`src/logic/irq_ctrl_map.svh`:
```
// Register offsets, field positions, reset values and vector constants
// for the eight-source interrupt controller. Definitions only.
`ifndef IRQ_CTRL_MAP_SVH
`define IRQ_CTRL_MAP_SVH

// ==========================================================
// Special function register offsets
`define OFF_EXT_IRQ_CONTROL 8'hC0
`define OFF_TIMER_CONTROL 8'h88
`define OFF_IRQ_ENABLE 8'hA8
`define OFF_IRQ_PRIO 8'hB8
`define OFF_POWER_CONTROL 8'h87

// ==========================================================
// Extra external interrupt control fields
`define BIT_IRQ3_HIGH_PRIO 7
`define BIT_IRQ3_ENABLE 6
`define BIT_IRQ3_PENDING 5
`define BIT_IRQ3_EDGE_SELECT 4
`define BIT_IRQ2_HIGH_PRIO 3
`define BIT_IRQ2_ENABLE 2
`define BIT_IRQ2_PENDING 1
`define BIT_IRQ2_EDGE_SELECT 0

// ==========================================================
// Timer control and power control fields
`define BIT_TC_EDGE0 0
`define BIT_TC_PEND0 1
`define BIT_TC_EDGE1 2
`define BIT_TC_PEND1 3
`define BIT_TC_T0_FLAG 5
`define BIT_TC_T1_FLAG 7
`define BIT_SLEEP_CORE 0
`define BIT_DEEP_STOP 1

// ==========================================================
// Reset values and vectors
`define RST_SFR 8'h00
`define VEC_BASE 8'h03
`define VEC_STEP 8'h08

`endif

```
`src/logic/irq_ctrl_pkg.sv`:
```
// Types shared by the interrupt controller files.
// Assumes the map header supplies all numeric constants.
package irq_ctrl_pkg;

  typedef enum logic {ARB, OFFER} arb_state_t;
  typedef logic [2:0] src_idx_t;

endpackage

```
`src/logic/ext_irq_detect.sv`:
```
// Synchroniser and falling-edge / low-level detector for one external
// interrupt pin. Assumes the pin is asynchronous to clk.
`timescale 1ns/10ps
`default_nettype none

module ext_irq_detect
(
  input wire logic clk,
  input wire logic rst_n,
  input wire logic pin_n,
  output logic fall_seen,
  output logic low_seen
);

  logic sync1_r, sync2_r, prev_r, fall_r;
  logic fall_nxt;

  always_comb
  begin
    fall_nxt = prev_r & ~sync2_r;
  end

  // Pins idle high, so reset to one avoids a false edge
  always_ff @(posedge clk or negedge rst_n)
  begin
    if (!rst_n)
    begin
      sync1_r <= 1'b1;
      sync2_r <= 1'b1;
      prev_r <= 1'b1;
      fall_r <= 1'b0;
    end
    else
    begin
      sync1_r <= pin_n;
      sync2_r <= sync1_r;
      prev_r <= sync2_r;
      fall_r <= fall_nxt;
    end
  end

  assign fall_seen = fall_r;
  assign low_seen = ~prev_r;

endmodule // ext_irq_detect

`default_nettype wire

```
`src/logic/eight_source_interrupt_ctrl.sv`:
```
// Eight-source, two-level interrupt controller with its control registers.
// Assumes a core-side register port with byte and single-bit writes, and a
// core that acknowledges a vector and signals return from service.
`timescale 1ns/10ps
`default_nettype none
`include "irq_ctrl_map.svh"

module eight_source_interrupt_ctrl
  import irq_ctrl_pkg::*;
(
  input wire logic clk,
  input wire logic nrst,
  input wire logic [7:0] sfr_addr,
  input wire logic sfr_wr,
  input wire logic sfr_rd,
  input wire logic [7:0] sfr_wdata,
  output logic [7:0] sfr_rdata,
  input wire logic [7:0] bit_addr,
  input wire logic bit_wr,
  input wire logic bit_val,
  input wire logic ext_irq0_n,
  input wire logic ext_irq1_n,
  input wire logic ext_irq2_n,
  input wire logic ext_irq3_n,
  input wire logic timer0_ovf,
  input wire logic timer1_ovf,
  input wire logic timer2_irq,
  input wire logic serial_irq,
  output logic irq_req,
  output logic [7:0] irq_vector,
  input wire logic irq_ack,
  input wire logic irq_return,
  output logic core_clk_en,
  output logic osc_en
);

  // ==========================================================
  // Reset release
  logic rst_s1_r, rst_n;

  always_ff @(posedge clk or negedge nrst)
  begin
    if (!nrst)
    begin
      rst_s1_r <= 1'b0;
      rst_n <= 1'b0;
    end
    else
    begin
      rst_s1_r <= 1'b1;
      rst_n <= rst_s1_r;
    end
  end

  // ==========================================================
  // Pin detectors
  logic [3:0] fall, low;

  // two extra pins use the same detector as 0/1
  ext_irq_detect u_det0 (.clk(clk), .rst_n(rst_n), .pin_n(ext_irq0_n),
    .fall_seen(fall[0]), .low_seen(low[0]));
  ext_irq_detect u_det1 (.clk(clk), .rst_n(rst_n), .pin_n(ext_irq1_n),
    .fall_seen(fall[1]), .low_seen(low[1]));
  ext_irq_detect u_det2 (.clk(clk), .rst_n(rst_n), .pin_n(ext_irq2_n),
    .fall_seen(fall[2]), .low_seen(low[2]));
  ext_irq_detect u_det3 (.clk(clk), .rst_n(rst_n), .pin_n(ext_irq3_n),
    .fall_seen(fall[3]), .low_seen(low[3]));

  // ==========================================================
  // Helpers
  // byte write, or bit write touching one bit only
  function automatic logic [7:0] sw_upd(input logic [7:0] old, input logic [7:0] off,
                                        input logic bit_ok);
    logic [7:0] v;
    v = old;
    if (sfr_wr && sfr_addr == off)
      v = sfr_wdata;
    else if (bit_ok && bit_wr && bit_addr[7:3] == off[7:3])
      v[bit_addr[2:0]] = bit_val;
    return v;
  endfunction

  function automatic src_idx_t first_idx(input logic [7:0] v);
    src_idx_t r;
    r = 3'h0;
    for (int i = 7; i >= 0; i--)
      if (v[i])
        r = 3'(i);
    return r;
  endfunction

  // ==========================================================
  // Registers
  logic [7:0] ctl_r, ctl_nxt, timer_control_reg_r, timer_control_reg_nxt, ie_r, ie_nxt;
  logic [7:0] ip_r, ip_nxt, power_control_reg_r, power_control_reg_nxt;
  logic [7:0] flag_vec, en_vec, prio_vec, req, req_hi, req_lo, clr_vec;
  arb_state_t st_r, st_nxt;
  src_idx_t off_idx_r, off_idx_nxt;
  logic off_hi_r, off_hi_nxt, in_hi_r, in_hi_nxt, in_lo_r, in_lo_nxt;
  logic [7:0] rdata_r, rdata_nxt, vec_r, vec_nxt;
  logic grant_hi, grant_lo, take;

  // control fields picked by bit position
  // enables; one priority bit per source
  always_comb
  begin
    flag_vec = {ctl_r[`BIT_IRQ3_PENDING], ctl_r[`BIT_IRQ2_PENDING], timer2_irq,
                serial_irq, timer_control_reg_r[`BIT_TC_T1_FLAG], timer_control_reg_r[`BIT_TC_PEND1],
                timer_control_reg_r[`BIT_TC_T0_FLAG], timer_control_reg_r[`BIT_TC_PEND0]};
    en_vec = {ctl_r[`BIT_IRQ3_ENABLE], ctl_r[`BIT_IRQ2_ENABLE], ie_r[5:0]};
    prio_vec = {ctl_r[`BIT_IRQ3_HIGH_PRIO], ctl_r[`BIT_IRQ2_HIGH_PRIO], ip_r[5:0]};
    req = flag_vec & en_vec;
    req_hi = req & prio_vec;
    req_lo = req & ~prio_vec;
    take = (st_r == OFFER) && irq_ack;
    clr_vec = take ? (8'h01 << off_idx_r) : 8'h00;
  end

  // ==========================================================
  // Register next values; hardware set wins over any clear
  always_comb
  begin
    // control register at its own offset
    ctl_nxt = sw_upd(ctl_r, `OFF_EXT_IRQ_CONTROL, 1'b1);
    timer_control_reg_nxt = sw_upd(timer_control_reg_r, `OFF_TIMER_CONTROL, 1'b1);
    ie_nxt = sw_upd(ie_r, `OFF_IRQ_ENABLE, 1'b1);
    ip_nxt = sw_upd(ip_r, `OFF_IRQ_PRIO, 1'b1);
    power_control_reg_nxt = sw_upd(power_control_reg_r, `OFF_POWER_CONTROL, 1'b0);
    // cleared on vectoring: pin flags in edge mode, timer flags always
    if (clr_vec[0] && timer_control_reg_r[`BIT_TC_EDGE0])
      timer_control_reg_nxt[`BIT_TC_PEND0] = 1'b0;
    if (clr_vec[2] && timer_control_reg_r[`BIT_TC_EDGE1])
      timer_control_reg_nxt[`BIT_TC_PEND1] = 1'b0;
    if (clr_vec[1])
      timer_control_reg_nxt[`BIT_TC_T0_FLAG] = 1'b0;
    if (clr_vec[3])
      timer_control_reg_nxt[`BIT_TC_T1_FLAG] = 1'b0;
    if (clr_vec[6] && ctl_r[`BIT_IRQ2_EDGE_SELECT])
      ctl_nxt[`BIT_IRQ2_PENDING] = 1'b0;
    if (clr_vec[7] && ctl_r[`BIT_IRQ3_EDGE_SELECT])
      ctl_nxt[`BIT_IRQ3_PENDING] = 1'b0;
    if (timer0_ovf)
      timer_control_reg_nxt[`BIT_TC_T0_FLAG] = 1'b1;
    if (timer1_ovf)
      timer_control_reg_nxt[`BIT_TC_T1_FLAG] = 1'b1;
    // trigger bits TC 0/2, control bits 0/4
    // edge sets on fall, else flag tracks low level
    // level mode pending follows the pin
    timer_control_reg_nxt[`BIT_TC_PEND0] = timer_control_reg_r[`BIT_TC_EDGE0] ?
      (timer_control_reg_nxt[`BIT_TC_PEND0] | fall[0]) : low[0];
    timer_control_reg_nxt[`BIT_TC_PEND1] = timer_control_reg_r[`BIT_TC_EDGE1] ?
      (timer_control_reg_nxt[`BIT_TC_PEND1] | fall[1]) : low[1];
    ctl_nxt[`BIT_IRQ2_PENDING] = ctl_r[`BIT_IRQ2_EDGE_SELECT] ?
      (ctl_nxt[`BIT_IRQ2_PENDING] | fall[2]) : low[2];
    ctl_nxt[`BIT_IRQ3_PENDING] = ctl_r[`BIT_IRQ3_EDGE_SELECT] ?
      (ctl_nxt[`BIT_IRQ3_PENDING] | fall[3]) : low[3];
    if (power_control_reg_r[`BIT_DEEP_STOP])
      power_control_reg_nxt[`BIT_DEEP_STOP] = 1'b1;
    if (|req)
      power_control_reg_nxt[`BIT_SLEEP_CORE] = 1'b0;
    rdata_nxt = rdata_r;
    if (sfr_rd)
    begin
      if (sfr_addr == `OFF_EXT_IRQ_CONTROL)
        rdata_nxt = ctl_r;
      else if (sfr_addr == `OFF_TIMER_CONTROL)
        rdata_nxt = timer_control_reg_r;
      else if (sfr_addr == `OFF_IRQ_ENABLE)
        rdata_nxt = ie_r;
      else if (sfr_addr == `OFF_IRQ_PRIO)
        rdata_nxt = ip_r;
      else if (sfr_addr == `OFF_POWER_CONTROL)
        rdata_nxt = power_control_reg_r;
      else
        rdata_nxt = 8'h00;
    end
  end

  // ==========================================================
  // Arbitration and service tracking
  always_comb
  begin
    // high waits only for high; low waits for both
    grant_hi = (|req_hi) && !in_hi_r;
    grant_lo = (|req_lo) && !in_hi_r && !in_lo_r;
    st_nxt = st_r;
    off_idx_nxt = off_idx_r;
    off_hi_nxt = off_hi_r;
    vec_nxt = vec_r;
    in_hi_nxt = in_hi_r;
    in_lo_nxt = in_lo_r;
    if (irq_return)
    begin
      if (in_hi_r)
        in_hi_nxt = 1'b0;
      else
        in_lo_nxt = 1'b0;
    end
    case (st_r)
      ARB:
      begin
        if (grant_hi || grant_lo)
        begin
          // poll order inside the chosen level
          off_idx_nxt = grant_hi ? first_idx(req_hi) : first_idx(req_lo);
          off_hi_nxt = grant_hi;
          // vector = base + index * step
          // same formula covers the last four
          vec_nxt = `VEC_BASE + {off_idx_nxt, 3'b000};
          st_nxt = OFFER;
        end
      end
      OFFER:
      begin
        if (irq_ack)
        begin
          if (off_hi_r)
            in_hi_nxt = 1'b1;
          else
            in_lo_nxt = 1'b1;
          st_nxt = ARB;
        end
        else if (!req[off_idx_r] || (!off_hi_r && grant_hi))
          // Withdraw a vanished request or let high level overtake
          st_nxt = ARB;
      end
      default:
        st_nxt = ARB;
    endcase
  end

  // reset clears every register to zero
  always_ff @(posedge clk or negedge rst_n)
  begin
    if (!rst_n)
    begin
      ctl_r <= `RST_SFR;
      timer_control_reg_r <= `RST_SFR;
      ie_r <= `RST_SFR;
      ip_r <= `RST_SFR;
      power_control_reg_r <= `RST_SFR;
      rdata_r <= `RST_SFR;
      vec_r <= `RST_SFR;
      st_r <= ARB;
      off_idx_r <= 3'h0;
      off_hi_r <= 1'b0;
      in_hi_r <= 1'b0;
      in_lo_r <= 1'b0;
    end
    else
    begin
      ctl_r <= ctl_nxt;
      timer_control_reg_r <= timer_control_reg_nxt;
      ie_r <= ie_nxt;
      ip_r <= ip_nxt;
      power_control_reg_r <= power_control_reg_nxt;
      rdata_r <= rdata_nxt;
      vec_r <= vec_nxt;
      st_r <= st_nxt;
      off_idx_r <= off_idx_nxt;
      off_hi_r <= off_hi_nxt;
      in_hi_r <= in_hi_nxt;
      in_lo_r <= in_lo_nxt;
    end
  end

  // no gating here, so detection runs through idle
  assign core_clk_en = ~power_control_reg_r[`BIT_SLEEP_CORE] & ~power_control_reg_r[`BIT_DEEP_STOP];
  assign osc_en = ~power_control_reg_r[`BIT_DEEP_STOP];
  assign irq_req = (st_r == OFFER);
  assign irq_vector = vec_r;
  assign sfr_rdata = rdata_r;

  // ==========================================================
  // Checks
  a_vector_map: assert property (@(posedge clk) disable iff (!rst_n)
    irq_req |-> irq_vector == 8'(8'h03 + {off_idx_r, 3'b000}))
    else $error("vector does not match source index");

  a_enable_gate: assert property (@(posedge clk) disable iff (!rst_n)
    irq_req && !en_vec[off_idx_r] |=> !irq_req)
    else $error("disabled source kept its offer");

  a_edge_clear: assert property (@(posedge clk) disable iff (!rst_n)
    take && off_idx_r == 3'h6 && ctl_r[0] && !fall[2] && !(bit_wr || sfr_wr)
    |=> !ctl_r[1])
    else $error("edge pending not cleared on vectoring");

  a_edge_set: assert property (@(posedge clk) disable iff (!rst_n)
    fall[2] && ctl_r[0] |=> ctl_r[1])
    else $error("falling edge lost");

  a_level_follow: assert property (@(posedge clk) disable iff (!rst_n)
    !ctl_r[4] |=> ctl_r[5] == $past(low[3]))
    else $error("level pending does not follow pin");

  a_high_first: assert property (@(posedge clk) disable iff (!rst_n)
    $rose(irq_req) |-> off_hi_r == ($past(req_hi) != 8'h00 && !$past(in_hi_r)))
    else $error("priority level chosen wrongly");

  a_poll_order: assert property (@(posedge clk) disable iff (!rst_n)
    $rose(irq_req) |-> (((off_hi_r ? $past(req_hi) : $past(req_lo)) &
      ((8'h01 << off_idx_r) - 8'h01)) == 8'h00))
    else $error("lower poll index was skipped");

  a_no_nesting: assert property (@(posedge clk) disable iff (!rst_n)
    in_hi_r |-> !(irq_req && !off_hi_r))
    else $error("low offer during high service");

  a_deep_stop: assert property (@(posedge clk) disable iff (!rst_n)
    power_control_reg_r[1] |=> power_control_reg_r[1] && !osc_en)
    else $error("power-down left without reset");

  a_idle_wake: assert property (@(posedge clk) disable iff (!rst_n)
    power_control_reg_r[0] && (|req) |=> !power_control_reg_r[0])
    else $error("enabled request did not end idle");

  a_reset_vals: assert property (@(posedge clk)
    $rose(rst_n) |-> ie_r == 8'h00 && ip_r == 8'h00 && !irq_req)
    else $error("registers not cleared by reset");

endmodule // eight_source_interrupt_ctrl

`default_nettype wire

```
`config.mk`:
```
export PLATFORM = sky130hd
export DESIGN_NAME = eight_source_interrupt_ctrl
export DESIGN_NICKNAME = d
export VERILOG_FILES = /design/src/logic/irq_ctrl_pkg.sv /design/src/logic/ext_irq_detect.sv /design/src/logic/eight_source_interrupt_ctrl.sv
export VERILOG_INCLUDE_DIRS = /design/src /design/src/logic
export SDC_FILE = /design/constraint.sdc
export NUM_CORES = 1
export LEC_CHECK = 0
export ABC_AREA = 1
export BUFFER_PORTS_ARGS = -buffer_cell sky130_fd_sc_hd__buf_2
export CORE_UTILIZATION = 39
export CTS_CLUSTER_SIZE = 28
export DETAILED_ROUTE_END_ITERATION = 10
export RECOVER_POWER = 25
export SLEW_MARGIN = 20
export SYNTH_ARGS = -nofsm -noshare
export SYNTH_HDL_FRONTEND = slang
export SYNTH_SLANG_ARGS = --single-unit
export TNS_END_PERCENT = 1
```
`constraint.sdc`:
```
create_clock -name clk -period 3.45 [get_ports clk]
set_input_delay 0.345 -clock clk [delete_from_list [all_inputs] [get_ports clk]]
set_output_delay 0.345 -clock clk [all_outputs]
set_load 0.05 [all_outputs]
```
# Word level (Yosys, flattened, before mapping)
# Index checks and enable logic that the tools add are counted.
[totals]
in_bits = 40
output_inout_bits = 19
n_memories = 0
romBits = 0
ramBits = 0
word_cells = 182
reg_bits = 81
latch_bits = 0
[classes]
n_reduce_logical = 37
eq_ne = 9
n_bitwise = 24
addsub = 1
div = 0
multipliers = 0
shifts = 1
mux = 71
magnitude_cmp = 3
[op_table]
columns = ["cell", "n"]
rows = [
  ["$mux 8", 14],
  ["$mux 3", 21],
  ["$eq 8x8->1 const B", 5],
  ["$bwmux 8", 4],
  ["$mux 1", 28],
  ["$and 8x8->8", 3],
  ["$reduce_or 8->1", 3],
  ["$eq 5x5->1 const B", 4],
  ["$logic_and 1x1->1", 19],
  ["$reduce_bool 2->1", 6],
  ["$not 1->1", 11],
  ["$lt 3x4->1 const B", 2],
  ["$not 8->8", 1],
  ["$reduce_bool 4->1", 2],
  ["$shl 1x3->8 const A", 1],
  ["$add 2x6->7 const A", 1],
  ["$and 1x1->1", 5],
  ["$logic_not 1->1", 4],
  ["$or 1x1->1", 4],
  ["$bmux 1 s3", 1],
  ["$demux 1 s3", 1],
  ["$ge 3x1->1 const B", 1],
  ["$logic_or 1x1->1", 2],
  ["$mux 2", 1],
  ["other kinds (2)", 2],
]

# Longest topological paths before layout
# Gate-level depths: netlist (run 1).
[depth]
ltp_word = 14
ltp_mapped = 12
depth_no_buf = 12

# Modules after synthesis
# Synthesis (run 1) repeated with hierarchy kept, for this count alone.
[unflattened]
cells_unflattened = 572
hier_area_um2 = 4234.1
[by_module_without_submodules]
columns = ["module", "area_per_inst_um2", "instances", "seq_area_each_um2", "cells_each"]
rows = [
  ["eight_source_interrupt_ctrl", 3778.6, 1, 1451.4, 548],
  ["ext_irq_detect", 113.9, 4, 103.8, 6],
]

# Worst setup path before layout (run 1)
# Ideal clock, no wire load.
[synth_path]
path_type = "input port to flip-flop"
startpoint = "input port sfr_addr[0]"
endpoint = "register ip_r[4]"
setup_time_ns = 0.128
stages = 9
t_required_ns = 3.322
path_buffers = 1
path_slack_ns = 2.055
t_arrival_ns = 1.267
path_cell_list = "nor2_4 > nand3_4 > inv_6 > nand2_4 > nor2_8 > inv_4 > buf_6 > nand3_1 > o211ai_2"
[synth_via]
elab_chain_cells = 3
elab_cells_between_ends = 4
cone_classes = "1 x eq/ne; 1 x mux; 2 x reduce/logical"
[synth_rtl]
columns = ["item", "line", "source"]
rows = [
  ["start, declared", "eight_source_interrupt_ctrl.sv:13", "input wire logic [7:0] sfr_addr,"],
  ["$eq 8x8->1 *", "eight_source_interrupt_ctrl.sv:76", "if (sfr_wr && sfr_addr == off)"],
  ["$logic_and 1x1->1 *", "eight_source_interrupt_ctrl.sv:76", ""],
  ["$mux 8 / $reduce_bool 2->1 (equally long branches)", "--", ""],
  ["end signal, assigned", "eight_source_interrupt_ctrl.sv:240", "ip_r <= `RST_SFR;"],
  ["end signal, assigned", "eight_source_interrupt_ctrl.sv:255", "ip_r <= ip_nxt;"],
  ["end, declared", "eight_source_interrupt_ctrl.sv:95", "logic [7:0] ip_r, ip_nxt, power_control_reg_r, power_control_reg_nxt;"],
]
# Every way passes the cells marked *; elsewhere a longest branch is shown, timed or not.
# A chain may end at the register's enable or synchronous reset.

# Worst setup path in the final report (run 1)
[layout_path]
startpoint = "register timer_control_reg_r[5]"
endpoint = "register vec_r[1], in the netlist irq_vector[1]"
[layout_via]
elab_chain_cells = 7
elab_cells_between_ends = 10
cone_classes = "3 x bitwise; 7 x reduce/logical"
[layout_rtl]
columns = ["item", "line", "source"]
rows = [
  ["start, declared", "eight_source_interrupt_ctrl.sv:94", "logic [7:0] ctl_r, ctl_nxt, timer_control_reg_r, timer_control_reg_nxt, ie_r, ie_nxt;"],
  ["start signal, assigned", "eight_source_interrupt_ctrl.sv:238", "timer_control_reg_r <= `RST_SFR;"],
  ["start signal, assigned", "eight_source_interrupt_ctrl.sv:253", "timer_control_reg_r <= timer_control_reg_nxt;"],
  ["$and 8x8->8 *", "eight_source_interrupt_ctrl.sv:112", "req = flag_vec & en_vec;"],
  ["$and 8x8->8", "eight_source_interrupt_ctrl.sv:114", "req_lo = req & ~prio_vec;"],
  ["$reduce_or 8->1", "eight_source_interrupt_ctrl.sv:185", "grant_lo = (|req_lo) && !in_hi_r && !in_lo_r;"],
  ["$logic_and 1x1->1 (2 in series)", "eight_source_interrupt_ctrl.sv:185", ""],
  ["$logic_or 1x1->1 *", "eight_source_interrupt_ctrl.sv:202", "if (grant_hi || grant_lo)"],
  ["$reduce_and 2->1 (no line) *", "--", ""],
  ["end signal, assigned", "eight_source_interrupt_ctrl.sv:243", "vec_r <= `RST_SFR;"],
  ["end signal, assigned", "eight_source_interrupt_ctrl.sv:258", "vec_r <= vec_nxt;"],
  ["end, declared", "eight_source_interrupt_ctrl.sv:100", "logic [7:0] rdata_r, rdata_nxt, vec_r, vec_nxt;"],
]
# Marks and branches as above.

==> results of run 1 <==
## cells by family after synthesis
kind of cell	count (synthesis)	synth area share, %
buf+inv	93	9.25
compound gates	100	13.8
flops	74	43.0
simple gates	317	33.8
other cells	2	0.173
## worst paths after layout
check                                 end  slack (ns)
max                         irq_vector[1]        1.72
min                        u_det3.sync1_r        0.07
max reg2reg                 irq_vector[1]        1.72
min reg2reg                u_det3.sync2_r        0.36
max in group asynchronous    sfr_rdata[6]        1.99
min in group asynchronous        rst_s1_r        0.28
## cell type report
class / count / area, um^2 / area share, %
multi-input combinational: 421 / 2080 / 42.2
sequential: 74 / 1870 / 37.9
timing repair buffer: 59 / 303 / 6.14
inverter: 77 / 297 / 6.01
clock buffer: 12 / 178 / 3.60
tap: 140 / 175 / 3.55
clock inverter: 4 / 31.3 / 0.634
## power breakdown
group          leakage (nW)  internal (W)  switching [W]
clock network         0.107      0.000352       0.000362
registers             0.889      0.000974       0.000119
logic                  1.58      0.000175       0.000407
total                  2.57       0.00150       0.000888
## through the flow
step                cells  setup slack (ns)  hold WS [ns]
CTS                   787              1.76        0.0500
global route          787              1.54        0.0403
finish                787              1.72        0.0687
global placement      770              1.65         0.131
detailed placement    770              1.56         0.132
floorplan             588              1.26        0.0494
## flip-flops by register name, summed over array words and instances (netlist names), 3 cells and up
name / cells
ctl_r: 8
sfr_rdata: 8
off_idx_r: 3
timer_control_reg_r: 8
power_control_reg_r: 8
ip_r: 8
ie_r: 8
## metal layers
metal	vias up	wire (um)
met2	188	5890
met3	40	1080
met4	0	438
li1	2030	-
met5	-	0
met1	2009	6000
## synth_stat cells (all sizes together) (10+ instances only)
master	count
nor2	48
o21ai	56
nand3	55
nor3	10
inv	77
dfstp	12
nand2	177
buf	13
nand4	18
o211ai	16
dfrtp	62
a21oi	13
==> impl_metrics.py, run 1 <==
metrics = {
    "worst_setup_path": {
        "cp_num_buf_inv": 1,
        "crit_family": "simple AND/OR/NAND/NOR gates",
        "critPathLaunch": "timer_control_reg_r[5]",
        "crit_path_max_incr_delay_ns": 0.50,
        "cp-end-kind": "flop",
        "critPathMaxFanout": 7,
        "worstPathRequired_ns": 3.71,
        "rr_startpoint": "timer_control_reg_r[5]",
        "path_depth": 9,
        "crit_top_cell": "nand2_1",
        "crit_path_start_kind": "flop",
        "cp_data_arrival_time_ns": 1.99,
        "path_cells": "nand3_1 > nand2_1 > nor2_1 > nand2_1 > nand2_2 > inv_1 > nand2_1 > nand2_2 > or2_1",
        "critical_path_class": "flop to flop",
        "reg2reg_depth": 9,
        "slowest_stage": "dfrtp_1",
    },
    "route": {
        "postRouteAntennaNets": 0,
        "first_pass_iters": 5,
        "drc": 0,
        "routedWlPerCell_um": 17.0,
        "drt_iter0_drc": 336,
        "vias": 4267,
        "drt-total-wl_mm": 13.4,
        "viasPerCell": 5.42,
    },
    "synth": {
        "ys_ff_latch": 74,
        "synth_area_um2": 4340,
        "synth_area_per_cell_um2": 7.41,
        "synthTopCellsByArea": "dfrtp_1 36%, nand2_1 15%, dfstp_2 7.3%",
        "ys.flop_type": "dfrtp_1",
        "syn_inst": 586,
        "synth_edf_count": 0,
        "synth.distinct_cells": 42,
        "yosys.area.top_type": "dfrtp_1",
        "yosys.area.top_type_share_pct": 35.7,
        "yosys_warnings": 0,
        "synth-seq-area-share_pct": 43.0,
        "postSynth.asyncResetShare_pct": 100,
    },
    "global_routing": {
        "gr-total-overflow": 0,
        "antenna_found_initial": 0,
        "grt_max_degree": 48,
        "use_met3_pct": 4.96,
        "grt_pass1_vias": 4140,
        "grt.busiest_layer": "met2",
        "grt_usage_pct": 25.0,
        "grt_pass1_wl_mm": 21.5,
        "met2_usage_pct": 38.2,
        "gr-usage-met1_pct": 34.0,
    },
    "floorplanning": {
        "io_pins": 59,
        "die_area_um2": 11600,
        "die_x_um": 108,
        "initial_core_util_pct": 40.1,
        "core_um2": 10800,
        "num_rows": 38,
        "die-height_um": 108,
    },
    "power_and_ir_drop": {
        "power_density_nw_per_um2": 484,
        "fin_total_pwr_w": 0.00239,
        "power_leakage_nw": 2.57,
        "peakVddDrop_uv": 235,
    },
    "clocking": {
        "cts_setup_buffers": 0,
        "tritoncts": "done",
        "htree_levels": 3,
        "cts_root_buf": "clkbuf_8",
        "cts_resized": 0,
        "cts_sinks": 74,
        "hold_buffers": 1,
        "clockBufferDepth": 2,
        "clk_pin_slew_ns": 0.08,
        "cts_buffers": 9,
        "clock_latency_ns": 0.37,
    },
    "sta": {
        "slew_headroom_pct": 9.97,
        "worst_slew_pin_slew_ns": 1.35,
        "maxSlewViolCount": 0,
        "skew_ns": 0.00712,
        "hold_violations": 0,
        "finalSetupTns_ns": 0,
        "rsz0062_at_grt": "false",
        "fmax_mhz": 577,
        "period_share_pct": 50.3,
        "setup_viol": 0,
        "period_minus_slack_ns": 1.73,
    },
    "placement": {
        "dp_hpwl_mm": 10.2,
        "gp_congestion": 0.936,
        "post_dp_cell_area_um2": 4720,
        "portBuffers": 55,
    },
    "finish": {
        "final_nets": 682,
        "antenna_cells": 0,
        "area_delta_synth_final_pct": 13.6,
        "drive_gt1_share_pct": 17.0,
        "nFillCells": 1128,
        "final_common_cell": "nand2_1",
        "fin_area_um2": 4930,
        "final_cell_mix": "171 x nand2_1, 74 x inv_1, 61 x dfrtp_1, 54 x buf_2, 52 x nand3_1",
        "utilization_pct": 45.5,
    },
    "outcome": {
        "outcome": "completed",
    },
    "hold_path": {
        "holdPathStages": 1,
        "hold_class": "input port to flop",
        "worst_hold_startpoint": "ext_irq3_n",
    },
    "job": {
        "maxCapViolCount": 0,
    },
}
(Power assumes the default switching activity.)
==> run 2, diff against run 1 <==
==> constraint.sdc (replaced) <==
create_clock -name clk -period 1.7 [get_ports clk]
set_input_delay 0.17 -clock clk [delete_from_list [all_inputs] [get_ports clk]]
set_output_delay 0.17 -clock clk [all_outputs]
set_load 0.05 [all_outputs]
==> impl_metrics.py, run 2 (synthesis gave the netlist of run 1 again) <==
metrics = {
    "clocking": {
        "clock_latency_ns": 0.36,
        "htree_levels": 3,
        "cts_root_buf": "clkbuf_8",
        "tritoncts": "done",
        "clk_pin_slew_ns": 0.08,
        "clockBufferDepth": 2,
        "cts_sinks": 74,
        "cts_buffers": 9,
    },
    "finish": {
        "final_cell_mix": "171 x nand2_1, 74 x inv_1, 54 x dfrtp_1, 54 x buf_2, 51 x nand3_1",
        "layoutNonFillerInstCount": 814,
        "final_common_cell": "nand2_1",
        "antenna_cells": 0,
        "area_delta_synth_final_pct": 18.9,
        "final_nets": 709,
        "fin_area_um2": 5160,
        "drive_gt1_share_pct": 21.1,
    },
    "power_and_ir_drop": {
        "power_leakage_nw": 2.69,
        "switchingPower_w": 0.00177,
        "p_int_w": 0.00292,
        "power_density_nw_per_um2": 908,
        "comb_power_share_pct": 26.7,
        "peakVddDrop_uv": 540,
        "clock_power_share_pct": 26.5,
        "pwr-share-seq_pct": 46.9,
        "p_sw_share_pct": 37.7,
    },
    "worst_setup_path": {
        "critPathLaunch": "ctl_r[5]",
        "cp-end-kind": "flop",
        "cp_data_arrival_time_ns": 1.82,
        "rr_startpoint": "ctl_r[5]",
        "crit_path_start_kind": "flop",
        "critical_path_class": "flop to flop",
        "worstPathRequired_ns": 1.95,
        "critPathMaxFanout": 7,
    },
    "route": {
        "routedWlPerCell_um": 16.8,
        "first_pass_iters": 8,
        "postRouteAntennaNets": 0,
        "drc": 2,
        "vias": 4369,
        "viasPerCell": 5.37,
        "drt-total-wl_mm": 13.7,
        "drt_iter0_drc": 303,
    },
    "floorplanning": {
        "die_area_um2": 11600,
        "io_pins": 59,
        "die_x_um": 108,
        "core_um2": 10800,
        "initial_core_util_pct": 40.1,
        "num_rows": 38,
        "die-height_um": 108,
    },
    "global_routing": {
        "grt_pass1_vias": 4330,
        "grt_usage_pct": 25.6,
        "antenna_found_initial": 1,
        "gr-total-overflow": 0,
        "grt_max_degree": 73,
        "grt_pass1_wl_mm": 22.2,
    },
    "sta": {
        "fmax_mhz": 635,
        "rsz0062_at_grt": "false",
        "worst_slew_pin_slew_ns": 1.02,
        "period_minus_slack_ns": 1.58,
        "maxSlewViolCount": 0,
        "period_share_pct": 92.7,
        "final.setup.worst_slack_ns": 0.124,
        "setup_viol": 0,
        "skew_ns": 0.0102,
        "finalSetupTns_ns": 0,
        "slew_headroom_pct": 32.3,
        "hold_violations": 0,
    },
    "outcome": {
        "violations": "design-rule violations",
        "outcome": "finished, violations left",
    },
    "placement": {
        "place_ws_ns": 0.108,
        "portBuffers": 55,
        "gp_congestion": 0.945,
        "post_dp_cell_area_um2": 4910,
        "post-place-cells": 788,
        "dp_hpwl_mm": 10.5,
    },
    "hold_path": {
        "hold_class": "input port to flop",
        "worst_hold_startpoint": "irq_return",
    },
    "job": {
        "maxCapViolCount": 0,
    },
}
-- run 2: cell count changes in the layout (fill, tap and decap cells not counted), sizes merged --
cell | previous run | this run
buf | 56 | 79
clkbuf | 14 | 12
clkinv | 4 | 3
clkinvlp | 0 | 2
dlygate4sd3 | 1 | 5
inv | 77 | 78
-- run 2: power groups by stage --
stage          clock (W)  combinational, W  sequential, W
2_1_floorplan          0          0.000699        0.00231
3_3_place_gp           0           0.00117        0.00223
3_5_place_dp           0           0.00118        0.00224
4_1_cts          0.00128           0.00120        0.00220
5_1_grt          0.00135           0.00141        0.00222
6_report         0.00124           0.00125        0.00220
-- run 2: metrics by stage --
stage	hold slack, ns	utilization (%)	total power (W)
floorplan	-0.126	-	0.00300
detailed placement	-0.0424	45.3	0.00342
CTS	0.0127	47.3	0.00468
global route	0.0255	47.6	0.00498
finish	0.0221	47.6	0.00469
global placement	-0.0443	45.3	0.00340
-- run 2: repair_timing --
item / CTS / global route
setup buffers: 0 / 5
resized for setup: 0 / 8
hold buffers: 5 / 0
endpoints found under the hold margin: 6 / 0
setup endpoints to repair: 0 / 6
-- run 2: routing by layer --
metal,vias up,wire (um),track usage (%)
li1,2090,-,-
met3,31,1000,4.66
met5,-,39,0
met4,2,355,10.1
met2,174,6330,40.7
met1,2072,5930,34.4
-- run 2: critical path: stages (launching register included) --
cell	delay [ns]
dfrtp_1	0.47
nand2_1	0.11
o21ai_0	0.35
nor2_1	0.09
nand2_1	0.07
nand2_1	0.06
nand2_2	0.12
inv_1	0.08
nand2_1	0.06
nand2_1	0.06
-- run 2: path summary, 6_finish.rpt --
kind | to | slack (ns) | cells after the start
hold reg to reg | rst_n | 0.35 | 0
max in group asynchronous | ctl_r[2] | 0.45 | 1
setup reg to reg | off_idx_r[0] | 0.12 | 9
min in group asynchronous | rst_s1_r | 0.12 | 2
setup / recovery | off_idx_r[0] | 0.12 | 9
hold / removal | in_hi_r | 0.02 | 2
-- run 2: final cells by class --
class / instances / area [um^2]
tap: 140 / 175
clock inverter: 6 / 42.5
fill: 1135 / 5680
clock buffer: 10 / 128
sequential: 74 / 1880
inverter: 77 / 297
multi-input combinational: 421 / 2090
timing repair buffer: 86 / 557
